**src/inc/wakeup_map.vh**
```
`ifndef WAKEUP_MAP_VH
`define WAKEUP_MAP_VH
// register byte offsets
`define OFS_WAKE_EN     8'h00
`define OFS_IRQ_EN      8'h04
`define OFS_CTRL        8'h08
`define OFS_STATUS      8'h0C
`define OFS_MASK        8'h10
`define OFS_RESULT      8'h14
`define OFS_VEC_EXT     8'h18
`define OFS_VEC_PORT    8'h1C
`define OFS_VEC_TMR     8'h20
`define OFS_VEC_SER     8'h24
// source bit positions
`define SRC_EXT         0
`define SRC_PORT        1
`define SRC_TMR         2
`define SRC_SER         3
`define NSRC            4
// ctrl register fields
`define CTRL_GIE        0
`define CTRL_MODE_LO    1
`define CTRL_MODE_HI    2
`define CTRL_SLAVE      3
// power modes
`define MODE_SLEEP      2'h0
`define MODE_IDLE       2'h1
`define MODE_GREEN      2'h2
`define MODE_NORMAL     2'h3
// status bits
`define ST_WAKE         0
`define ST_VECTOR       1
`define ST_INVALID      2
// reset values
`define RST_CTRL        4'h6
`define RST_VEC_EXT     8'h03
`define RST_VEC_PORT    8'h06
`define RST_VEC_TMR     8'h09
`define RST_VEC_SER     8'h0C
`endif

```
**src/hdl/wake_decide.v**
```verilog
`timescale 1ns/1ps
`include "wakeup_map.vh"
// per-source decision for one event
module wake_decide (
    input  wire [1:0] mode,
    input  wire       gie,
    input  wire       irq_en,
    input  wire       wake_ok_sleep,
    input  wire       wake_ok_idle,
    output reg        act_wake,
    output reg        act_vector,
    output reg        act_next,
    output reg        act_invalid
);
    reg low_power;
    reg can_wake;
    always @* begin
        low_power = (mode == `MODE_SLEEP) || (mode == `MODE_IDLE);
        can_wake = (mode == `MODE_SLEEP) ? wake_ok_sleep : wake_ok_idle;
        act_wake = 1'b0;
        act_vector = 1'b0;
        act_next = 1'b0;
        act_invalid = 1'b0;
        if (low_power) begin
            if (can_wake) begin
                act_wake = 1'b1;
                act_vector = gie & irq_en;
                act_next = ~(gie & irq_en);
            end else begin
                act_invalid = 1'b1;
            end
        end else if (irq_en) begin
            act_vector = gie;
            act_next = ~gie;
        end else begin
            act_invalid = 1'b1;
        end
    end
endmodule

```
**src/hdl/wakeup_interrupt_dispatch.v**
```verilog
// The address map and the AHB-Lite slave port are this design's own decisions.
`timescale 1ns/1ps
`include "wakeup_map.vh"
module wakeup_interrupt_dispatch (
    input  wire        clk,
    input  wire        rst_b,
    input  wire        hsel,
    input  wire [7:0]  haddr,
    input  wire [1:0]  htrans,
    input  wire        hwrite,
    input  wire [2:0]  hsize,
    input  wire [31:0] hwdata,
    input  wire        hready,
    output wire [31:0] hrdata,
    output wire        hreadyout,
    output wire        hresp,
    input  wire        ext_pin_evt,
    input  wire        port_change_evt,
    input  wire        timer_overflow_evt,
    input  wire        serial_if_evt,
    input  wire        sleep_instruction,
    input  wire        global_irq_enable,
    input  wire        global_irq_disable,
    output reg         wake_pulse,
    output reg         vector_take,
    output reg         next_resume,
    output reg  [7:0]  vector_addr,
    output wire        irq
);
    localparam ST_RUN = 2'b01;
    localparam ST_LOW = 2'b10;

    reg [`NSRC-1:0] wake_en_r;
    reg [`NSRC-1:0] irq_en_r;
    reg             gie_r;
    reg [1:0]       mode_r;
    reg             slave_r;
    reg [2:0]       status_r;
    reg [2:0]       mask_r;
    reg [7:0]       result_r;
    reg [7:0]       vec_r [0:`NSRC-1];
    reg [1:0]       state_r;
    reg [1:0]       run_mode_r;
    reg [31:0]      rdata_r;
    reg             wr_pend_r;
    reg [7:0]       wr_addr_r;

    wire [`NSRC-1:0] evt = {serial_if_evt, timer_overflow_evt, port_change_evt, ext_pin_evt};
    wire [`NSRC-1:0] ok_sleep;
    wire [`NSRC-1:0] ok_idle;
    wire [`NSRC-1:0] a_wake;
    wire [`NSRC-1:0] a_vec;
    wire [`NSRC-1:0] a_next;
    wire [`NSRC-1:0] a_inv;

    assign ok_sleep[`SRC_EXT]  = wake_en_r[`SRC_EXT];
    assign ok_idle[`SRC_EXT]   = wake_en_r[`SRC_EXT];
    assign ok_sleep[`SRC_PORT] = wake_en_r[`SRC_PORT];
    assign ok_idle[`SRC_PORT]  = wake_en_r[`SRC_PORT];
    assign ok_sleep[`SRC_TMR]  = 1'b0;
    assign ok_idle[`SRC_TMR]   = irq_en_r[`SRC_TMR];
    assign ok_sleep[`SRC_SER]  = wake_en_r[`SRC_SER] & slave_r;
    assign ok_idle[`SRC_SER]   = wake_en_r[`SRC_SER] & slave_r;

    genvar g;
    generate
        for (g = 0; g < `NSRC; g = g + 1) begin : src
            wake_decide u_dec (
                .mode          (mode_r),
                .gie           (gie_r),
                .irq_en        (irq_en_r[g]),
                .wake_ok_sleep (ok_sleep[g]),
                .wake_ok_idle  (ok_idle[g]),
                .act_wake      (a_wake[g]),
                .act_vector    (a_vec[g]),
                .act_next      (a_next[g]),
                .act_invalid   (a_inv[g])
            );
        end
    endgenerate

    // lowest-numbered firing source whose action is not invalid wins
    reg       hit;
    reg [1:0] win;
    integer   i;
    always @* begin
        hit = 1'b0;
        win = 2'h0;
        for (i = `NSRC - 1; i >= 0; i = i - 1) begin
            if (evt[i] && !a_inv[i]) begin
                hit = 1'b1;
                win = i[1:0];
            end
        end
    end

    wire in_low   = (state_r == ST_LOW);
    wire any_inv  = |(evt & a_inv);
    wire do_wake  = in_low & hit & a_wake[win];
    wire do_run   = ~in_low & hit;
    wire fire     = do_wake | do_run;

    // bus
    wire        acc    = hsel & hready & htrans[1];
    wire [31:0] wdat   = hwdata;
    wire        wr_now = wr_pend_r;
    assign hreadyout = 1'b1;
    assign hresp     = 1'b0;
    assign hrdata    = rdata_r;

    wire [2:0] ev_bits = {any_inv, fire & a_vec[win], do_wake};

    always @(posedge clk) begin
        if (!rst_b) begin
            wake_en_r  <= {`NSRC{1'b0}};
            irq_en_r   <= {`NSRC{1'b0}};
            gie_r      <= 1'b0;
            mode_r     <= `MODE_NORMAL;
            run_mode_r <= `MODE_NORMAL;
            slave_r    <= 1'b0;
            status_r   <= 3'h0;
            mask_r     <= 3'h0;
            result_r   <= 8'h00;
            vec_r[`SRC_EXT]  <= `RST_VEC_EXT;
            vec_r[`SRC_PORT] <= `RST_VEC_PORT;
            vec_r[`SRC_TMR]  <= `RST_VEC_TMR;
            vec_r[`SRC_SER]  <= `RST_VEC_SER;
            state_r    <= ST_RUN;
            rdata_r    <= 32'h00000000;
            wr_pend_r  <= 1'b0;
            wr_addr_r  <= 8'h00;
            wake_pulse <= 1'b0;
            vector_take <= 1'b0;
            next_resume <= 1'b0;
            vector_addr <= 8'h00;
        end else begin
            wr_pend_r <= acc & hwrite;
            wr_addr_r <= haddr;
            if (global_irq_enable)
                gie_r <= 1'b1;
            else if (global_irq_disable)
                gie_r <= 1'b0;
            if (wr_now) begin
                case (wr_addr_r)
                    `OFS_WAKE_EN: wake_en_r <= wdat[`NSRC-1:0];
                    `OFS_IRQ_EN:  irq_en_r <= wdat[`NSRC-1:0];
                    `OFS_CTRL: begin
                        if (!global_irq_enable && !global_irq_disable)
                            gie_r <= wdat[`CTRL_GIE];
                        run_mode_r <= wdat[`CTRL_MODE_HI:`CTRL_MODE_LO];
                        if (!in_low)
                            mode_r <= wdat[`CTRL_MODE_HI:`CTRL_MODE_LO];
                        slave_r <= wdat[`CTRL_SLAVE];
                    end
                    `OFS_MASK:     mask_r <= wdat[2:0];
                    `OFS_VEC_EXT:  vec_r[`SRC_EXT] <= wdat[7:0];
                    `OFS_VEC_PORT: vec_r[`SRC_PORT] <= wdat[7:0];
                    `OFS_VEC_TMR:  vec_r[`SRC_TMR] <= wdat[7:0];
                    `OFS_VEC_SER:  vec_r[`SRC_SER] <= wdat[7:0];
                    default: ;
                endcase
            end
            // set beats write-one-to-clear
            status_r <= (status_r & ~((wr_now && wr_addr_r == `OFS_STATUS) ? wdat[2:0] : 3'h0)) | ev_bits;
            case (state_r)
                ST_RUN: begin
                    if (sleep_instruction && (mode_r == `MODE_SLEEP || mode_r == `MODE_IDLE))
                        state_r <= ST_LOW;
                end
                ST_LOW: begin
                    if (do_wake) begin
                        state_r <= ST_RUN;
                        mode_r  <= (run_mode_r == `MODE_SLEEP || run_mode_r == `MODE_IDLE) ?
                                   `MODE_NORMAL : run_mode_r;
                    end
                end
                default: state_r <= ST_RUN;
            endcase
            wake_pulse  <= do_wake;
            vector_take <= fire & a_vec[win];
            next_resume <= fire & a_next[win];
            if (fire) begin
                vector_addr <= a_vec[win] ? vec_r[win] : 8'h00;
                result_r    <= {2'h0, win, 1'b0, a_vec[win], a_next[win], do_wake};
            end
            if (acc && !hwrite) begin
                case (haddr)
                    `OFS_WAKE_EN:  rdata_r <= {28'h0000000, wake_en_r};
                    `OFS_IRQ_EN:   rdata_r <= {28'h0000000, irq_en_r};
                    `OFS_CTRL:     rdata_r <= {28'h0000000, slave_r, mode_r, gie_r};
                    `OFS_STATUS:   rdata_r <= {29'h00000000, status_r};
                    `OFS_MASK:     rdata_r <= {29'h00000000, mask_r};
                    `OFS_RESULT:   rdata_r <= {24'h000000, result_r};
                    `OFS_VEC_EXT:  rdata_r <= {24'h000000, vec_r[`SRC_EXT]};
                    `OFS_VEC_PORT: rdata_r <= {24'h000000, vec_r[`SRC_PORT]};
                    `OFS_VEC_TMR:  rdata_r <= {24'h000000, vec_r[`SRC_TMR]};
                    `OFS_VEC_SER:  rdata_r <= {24'h000000, vec_r[`SRC_SER]};
                    default:       rdata_r <= 32'h00000000;
                endcase
            end
        end
    end

    assign irq = |(status_r & mask_r);
endmodule

```
**config.mk**
```make
export PLATFORM = sky130hd
export DESIGN_NAME = wakeup_interrupt_dispatch
export DESIGN_NICKNAME = d
export VERILOG_FILES = /design/src/hdl/wake_decide.v /design/src/hdl/wakeup_interrupt_dispatch.v
export VERILOG_INCLUDE_DIRS = /design/src /design/src/inc
export SDC_FILE = /design/constraint.sdc
export NUM_CORES = 1
export LEC_CHECK = 0
export ABC_AREA = 1
export BUFFER_PORTS_ARGS = -buffer_cell sky130_fd_sc_hd__buf_2
export CORE_MARGIN = 8
export CORE_UTILIZATION = 40
export CTS_CLUSTER_DIAMETER = 200
export DETAILED_ROUTE_END_ITERATION = 12
export PLACE_DENSITY = 0.73
export SYNTH_ARGS = -nofsm -noshare
export SYNTH_HDL_FRONTEND = slang
export SYNTH_SLANG_ARGS = --single-unit
```
**constraint.sdc**
```tcl
create_clock -name clk -period 2 [get_ports clk]
set_input_delay 0.2 -clock clk [delete_from_list [all_inputs] [get_ports clk]]
set_output_delay 0.2 -clock clk [all_outputs]
set_load 0.01 [all_outputs]
```
======== After elaboration in Yosys (flattened, before gate mapping) ========
Memories as Yosys holds them, arrays and structs flattened.
Cells that the tools add are included.
word-level totals
  bits in registers ....................... 79
  bits in latches ......................... 0
  RAM bits ................................ 32
  memory bits (read-only) ................. 0
  input port bits ......................... 57
  output and inout bits ................... 46
  word-level logic and storage cells ...... 196
  memories ................................ 1
memories
  name   depth  bits a word  read ports  clocked after Yosys merged registers in  wr ports  line                            text
  vec_r  4      8            5           0                                        4         wakeup_interrupt_dispatch.v:41  reg [7:0] vec_r [0:`NSRC-1];
cells by class
  $add $sub $neg .......................... 0
  $mul .................................... 0
  div/mod/pow operators ................... 0
  magnitude comparators ................... 1
  equality and inequality tests ........... 23
  shift operators ......................... 0
  multiplexer cells ....................... 97
  bitwise gates (word level) .............. 29
  reduce and logical (&&, ||, !) cells .... 28
operators with widths
  cell                                                                   number
  8-bit case mux with 10 select lines                                    1
  1-bit 2-to-1 mux                                                       74
  8-bit by 5-bit == test with 1-bit output (second input constant)       7
  8-bit 2-to-1 mux                                                       5
  8-bit by 4-bit == test with 1-bit output (second input constant)       4
  8-bit by 6-bit == test with 1-bit output (second input constant)       4
  2-bit 2-to-1 mux                                                       12
  8-bit by 3-bit == test with 1-bit output (second input constant)       2
  8-bit zero test                                                        2
  1-bit AND                                                              13
  2-bit AND reduction                                                    5
  1-bit logical AND                                                      8
  1-bit zero test                                                        7
  3-bit AND                                                              2
  1-bit binary-select mux with 2-bit select                              3
  2-bit by 1-bit == test with 1-bit output (second input constant)       3
  1-bit NOT                                                              6
  1-bit OR                                                               5
  4-bit AND                                                              1
  2-bit zero test                                                        2
  2-bit case mux with 2 select lines                                     1
  4-bit OR reduction                                                     1
  2-bit by 3-bit < comparator with 1-bit output (second input constant)  1
  3-bit 2-to-1 mux                                                       1
  other kinds (7)                                                        8

======== Logic depth before layout (Yosys ltp) ========
  word-level depth ........................ 15
  gate-level depth with buffers ........... 17
  depth with buffers taken out ............ 15

======== Modules after synthesis ========
Synthesis repeated with hierarchy kept, for this count alone.
unflattened totals
  cell total of the unflattened synthesis .. 690
  area total of the unflattened synthesis .. 4904.7 um2
by module, submodules not included
  module                     instances  cells an instance  area an instance (um2)
  wakeup_interrupt_dispatch  1          630                4639.4
  wake_decide                4          15                 66.3

======== Least setup slack after synthesis ========
OpenSTA, ideal clock, no wires.
  path type ............................... register to register
  from .................................... register mode_r[1]
  to ...................................... register result_r[5]
  setup time .............................. 0.133 ns
  arrival ................................. 1.580 ns
  data required time ...................... 1.867 ns
  setup slack ............................. 0.287 ns
  stages on the path, launching flop included .. 13
  buffers on the path ..................... 2
  cells stage by stage .................... dfxtp_1 buf_6 nor2_1 a21oi_2 nand2_2 nand2_1 a21oi_1 nand3_2 nand3_4 nand2_4 buf_12 nand2_1 a21oi_2
on the way
  cells in the longest elaborated chain, start to end .. 13
  elaborated cells on any way between the ends .. 36
  classes of those cells .................. eq/ne: 1; mux: 21; bitwise: 4; reduce/logical: 10
RTL lines
  element                                                                                       line                                              text
  start: declaration                                                                            wakeup_interrupt_dispatch.v:36                    reg [1:0] mode_r;
  start signal: assignment                                                                      wakeup_interrupt_dispatch.v:118                   mode_r <= `MODE_NORMAL;
  start signal: assignment                                                                      wakeup_interrupt_dispatch.v:152                   mode_r <= wdat[`CTRL_MODE_HI:`CTRL_MODE_LO];
  start signal: assignment                                                                      wakeup_interrupt_dispatch.v:173                   mode_r <= (run_mode_r == `MODE_SLEEP || run_mode_r == `MODE_IDLE) ?
  2-bit by 1-bit == test with 1-bit output (no source line) or 2-bit zero test (tied branches)  n/a
  1-bit logical OR or 1-bit 2-to-1 mux (tied branches)                                          wake_decide.v:18, wake_decide.v:19
  1-bit 2-to-1 mux, on equally long branches                                                    wake_decide.v:24, wake_decide.v:25
  1-bit zero test or 1-bit 2-to-1 mux (tied branches)                                           wakeup_interrupt_dispatch.v:90, wake_decide.v:24
  1-bit logical AND or 1-bit zero test (tied branches)                                          wakeup_interrupt_dispatch.v:90                    if (evt[i] && !a_inv[i]) begin
  2-bit 2-to-1 mux or 1-bit logical AND (tied branches)                                         wakeup_interrupt_dispatch.v:90
  2-bit 2-to-1 mux (3 in a row)                                                                 wakeup_interrupt_dispatch.v:90
  1-bit binary-select mux with 2-bit select                                                     wakeup_interrupt_dispatch.v:99                    wire do_wake = in_low & hit & a_wake[win];
  1-bit 2-to-1 mux (not written as such)                                                        wakeup_interrupt_dispatch.v:99
  1-bit AND                                                                                     wakeup_interrupt_dispatch.v:99
  1-bit OR                                                                                      wakeup_interrupt_dispatch.v:101                   wire fire = do_wake | do_run;
  end signal: assignment                                                                        wakeup_interrupt_dispatch.v:184                   result_r <= {2'h0, win, 1'b0, a_vec[win], a_next[win], do_wake};
  end: declaration                                                                              wakeup_interrupt_dispatch.v:40                    reg [7:0] result_r;
Parallel ways exist; a longest one is shown, timed or not. The select of a mux whose other input is x is not followed.
A chain may end at the register's enable or synchronous reset.

======== Worst setup path after layout ========
  from .................................... register mode_r[1]
  to ...................................... register mode_r[0]
on the way
  cells in the longest elaborated chain, start to end .. 14
  elaborated cells on any way between the ends .. 36
  classes of those cells .................. eq/ne: 1; mux: 23; bitwise: 2; reduce/logical: 10
RTL lines
  element                                                                                       line                                              text
  2-bit by 1-bit == test with 1-bit output (no source line) or 2-bit zero test (tied branches)  n/a
  1-bit logical OR or 1-bit 2-to-1 mux (tied branches)                                          wake_decide.v:18, wake_decide.v:19
  1-bit 2-to-1 mux, on equally long branches                                                    wake_decide.v:24, wake_decide.v:25
  1-bit zero test or 1-bit 2-to-1 mux (tied branches)                                           wakeup_interrupt_dispatch.v:90, wake_decide.v:24
  1-bit logical AND or 1-bit zero test (tied branches)                                          wakeup_interrupt_dispatch.v:90
  2-bit 2-to-1 mux or 1-bit logical AND (tied branches)                                         wakeup_interrupt_dispatch.v:90
  2-bit 2-to-1 mux (3 in a row)                                                                 wakeup_interrupt_dispatch.v:90
  1-bit binary-select mux with 2-bit select                                                     wakeup_interrupt_dispatch.v:99
  1-bit 2-to-1 mux (not written as such)                                                        wakeup_interrupt_dispatch.v:99
  1-bit AND (*)                                                                                 wakeup_interrupt_dispatch.v:99
  2-bit 2-to-1 mux (*)                                                                          wakeup_interrupt_dispatch.v:171                   if (do_wake) begin
  2-bit 2-to-1 mux (*)                                                                          wakeup_interrupt_dispatch.v:165                   case (state_r)
Every way passes the cells marked *; elsewhere a longest branch is shown, timed or not. The select of a mux whose other input is x is not followed.

==> results.yml <==
critical_path:
  cp.arrival_ns: 2.14
  worstPathMaxFanout: 6
  startpoint_type: "register"
  critical_path_class: "reg -> reg"
  endpoint_kind: "register"
  cp_data_required_time_ns: 2.23
sta:
  hold_viol: 0
  setup_violations: 0
  fin_crit_sh_pct: 95.26
  fin_ws_ns: 0.09471
  fin_skew_ns: 0.007001
  drv_slew: 0
  fmax_mhz: 524.9
  period_needed_ns: 1.905
cts:
  clkSlewWorstSetupHoldPaths_ns: 0.07
  root_buffer: "clkbuf_16"
  cts_inserted_buffers: 9
  cts_max_path_buffers: 2
  cts_tree: "done"
  worstSkewPairLatency_ns: 0.35
  numClockSinks: 87
  htreeDepth: 3
placement:
  port_buffers: 48
  place_ws_ns: 0.02457
  globalplace.congestion: 0.8501
  dp.cells: 825
  hpwl_um: 8847
floorplanning:
  row_count: 39
  io_pins: 103
  die_w_um: 123.8
  die-area_um2: 15320
  core-area_um2: 11370
  initial_core_util_pct: 40.86
  die_y_um: 123.8
cells_and_area:
  drive_gt1_share_pct: 19.29
  antenna_cells: 0
  final_common_cell: "nand2_1"
  finalNonFillerCells: 848
  mostFrequentLayoutCells: "142 x nand2_1, 102 x inv_1, 61 x nand3_1"
  syn2layout_area_growth_pct: 17.96
  nets: 757
global_route:
  track_usage_pct: 15.26
  antenna_found_initial: 0
  grt_pass1_vias: 3827
  grt_max_degree: 30
  grt_overflow_total: 0
  grt_pass1_wl_um: 18170
status:
  outcome: "complete, no violations"
pwr:
  total_power_mw: 3.851
  pwr-share-seq_pct: 48.8
  power_switching_mw: 0.9113
  p_per_area_nw_per_um2: 702.8
  p_int_mw: 2.940
  ir_drop_mv: 0.4078
  p_leak_nw: 2.610
  swShare_pct: 23.66
  pwr-share-comb_pct: 5.3
  p_clk_share_pct: 45.9
routing:
  vias_per_cell: 4.858
  wl_per_cell_um: 13.67
  routed_wl_um: 11600
  dr.pass1.iters: 4
  drt-initial-drc-count: 328
  dr_total_vias: 4120
  drc_errors: 0
  detail-route-antenna-nets: 0
yosys:
  syn-instance-count: 629
  ys_types: 36
  synth_seq_cells: 87
  yosysWarnings: 0
  synth_area_um2: 4646
  syn_avg_cell_area_um2: 7.386
  ys_seq_area_share_pct: 44.38
flow_run:
  cap_violations: 0
min_path:
  hold_class: "in -> reg"
==> cells by family after synthesis <==
group | share of synthesized area [%]
AOI/OAI and AO/OA | 11.50
buffers and inverters | 15.46
DFF | 44.38
other | 0.1617
and+or+nand+nor | 28.49
==> cell type report <==
| type | instances | area, um^2 |
|---|---|---|
| clock buffers | 10 | 239.0 |
| clock inverters | 6 | 75.07 |
| fillers | 1144 | 5889 |
| inverters | 106 | 400.4 |
| multi-input cells | 416 | 2004 |
| flip-flops and latches | 87 | 2063 |
| well taps | 143 | 178.9 |
| repair buffers | 80 | 519.2 |
==> metrics by stage <==
stage	hold slack (ns)	util [%]	area, um^2	TNS (ns)
final	0.03568	48.20	5480	0
after global routing	0.05246	48.20	5480	-0.1012
after CTS	0.03331	47.10	5355	0
after detailed placement	0.3973	44.31	5037	0
after global placement	0.3972	44.31	5037	0
after floorplan	0.2935	-	4736	0
==> power groups by stage <==
stage          Combinational (mW)  Sequential (mW)  Clock [mW]
2_1_floorplan               0.164             1.91           0
3_3_place_gp                0.197             1.92           0
3_5_place_dp                0.198             1.92           0
4_1_cts                     0.200             1.88        1.78
5_1_grt                     0.228             1.88        1.86
6_report                    0.204             1.88        1.77
==> cells in the mapped netlist <==
cell type / count / share of area, %
o211ai_2: 1 / 0.27
o221ai_1: 3 / 0.57
a21oi_2: 10 / 1.9
a31oi_1: 1 / 0.13
nor2_4: 1 / 0.24
inv_2: 1 / 0.081
o21ai_0: 22 / 2.4
nor3_1: 8 / 0.86
nand2_2: 11 / 1.5
buf_6: 3 / 0.73
buf_4: 27 / 4.4
edfxtp_1: 32 / 21
o2111ai_1: 3 / 0.57
buf_2: 7 / 0.75
o31ai_1: 1 / 0.16
a21oi_1: 31 / 3.3
nor2_1: 61 / 4.9
nand3_1: 61 / 6.6
inv_4: 1 / 0.13
clkbuf_1: 5 / 0.40
o21ai_1: 1 / 0.11
or2_2: 1 / 0.13
clkinv_1: 1 / 0.081
conb_1: 2 / 0.16
o211ai_1: 3 / 0.48
nand4_1: 7 / 0.94
nand2_1: 145 / 12
buf_12: 1 / 0.43
o22ai_1: 12 / 1.6
nor4_1: 1 / 0.13
nand3_2: 4 / 0.86
nand2_4: 1 / 0.24
nand3_4: 1 / 0.38
dfxtp_1: 55 / 24
clkbuf_4: 1 / 0.16
inv_1: 103 / 8.3
==> path summary, 6_finish.rpt <==
path | start | end | slack, ns | depth (start not counted)
worst max-delay path | mode_r[1]$_SDFF_PN1_ | mode_r[0]$_SDFF_PN1_ | 0.09 | 14
worst min register to register | hrdata[5]$_SDFFE_PN0P_ | hrdata[5]$_SDFFE_PN0P_ | 0.46 | 2
worst max register to register | mode_r[1]$_SDFF_PN1_ | mode_r[0]$_SDFF_PN1_ | 0.09 | 14
worst min-delay path | haddr[6] | wr_addr_r[6]$_SDFF_PN0_ | 0.04 | 3
==> critical path, stage by stage, from the launching register on <==
cell and delay (ns):
dfxtp_2 0.33, buf_6 0.13, inv_4 0.05, nand2_2 0.06, nand2_2 0.06, nor2_4 0.13, buf_4 0.12, inv_2 0.04
nand2_2 0.07, nor2_1 0.07, nor2_2 0.18, nand3_4 0.17, buf_4 0.20, o211ai_1 0.07, nand3_1 0.09
==> sequential cells by signal, indices dropped and copies added (netlist names), 3 cells and up <==
name / count
mask_r: 3
hrdata: 8
status_r: 3
wake_en_r: 4
vector_addr: 8
result_r: 5
vec_r: 32
wr_addr_r: 8
irq_en_r: 4
==> layer usage <==
metal / part of all wire, % / routed length [um] / global-route usage [%]
met1: 44 / 5142 / 19.70
met5: 0 / 0 / 0
met3: 7.5 / 867 / 3.490
met4: 2.0 / 234 / 7.374
met2: 46 / 5350 / 23.70
==> what timing repair did <==
action | 4_1_cts | 5_1_grt
setup buffers | 0 | 7
pin swaps | 0 | 7
endpoints found under the setup margin | 1 | 16
gates resized for setup | 1 | 19
hold buffers | 0 | 0
No activity file was read; power rests on OpenSTA's default activity.
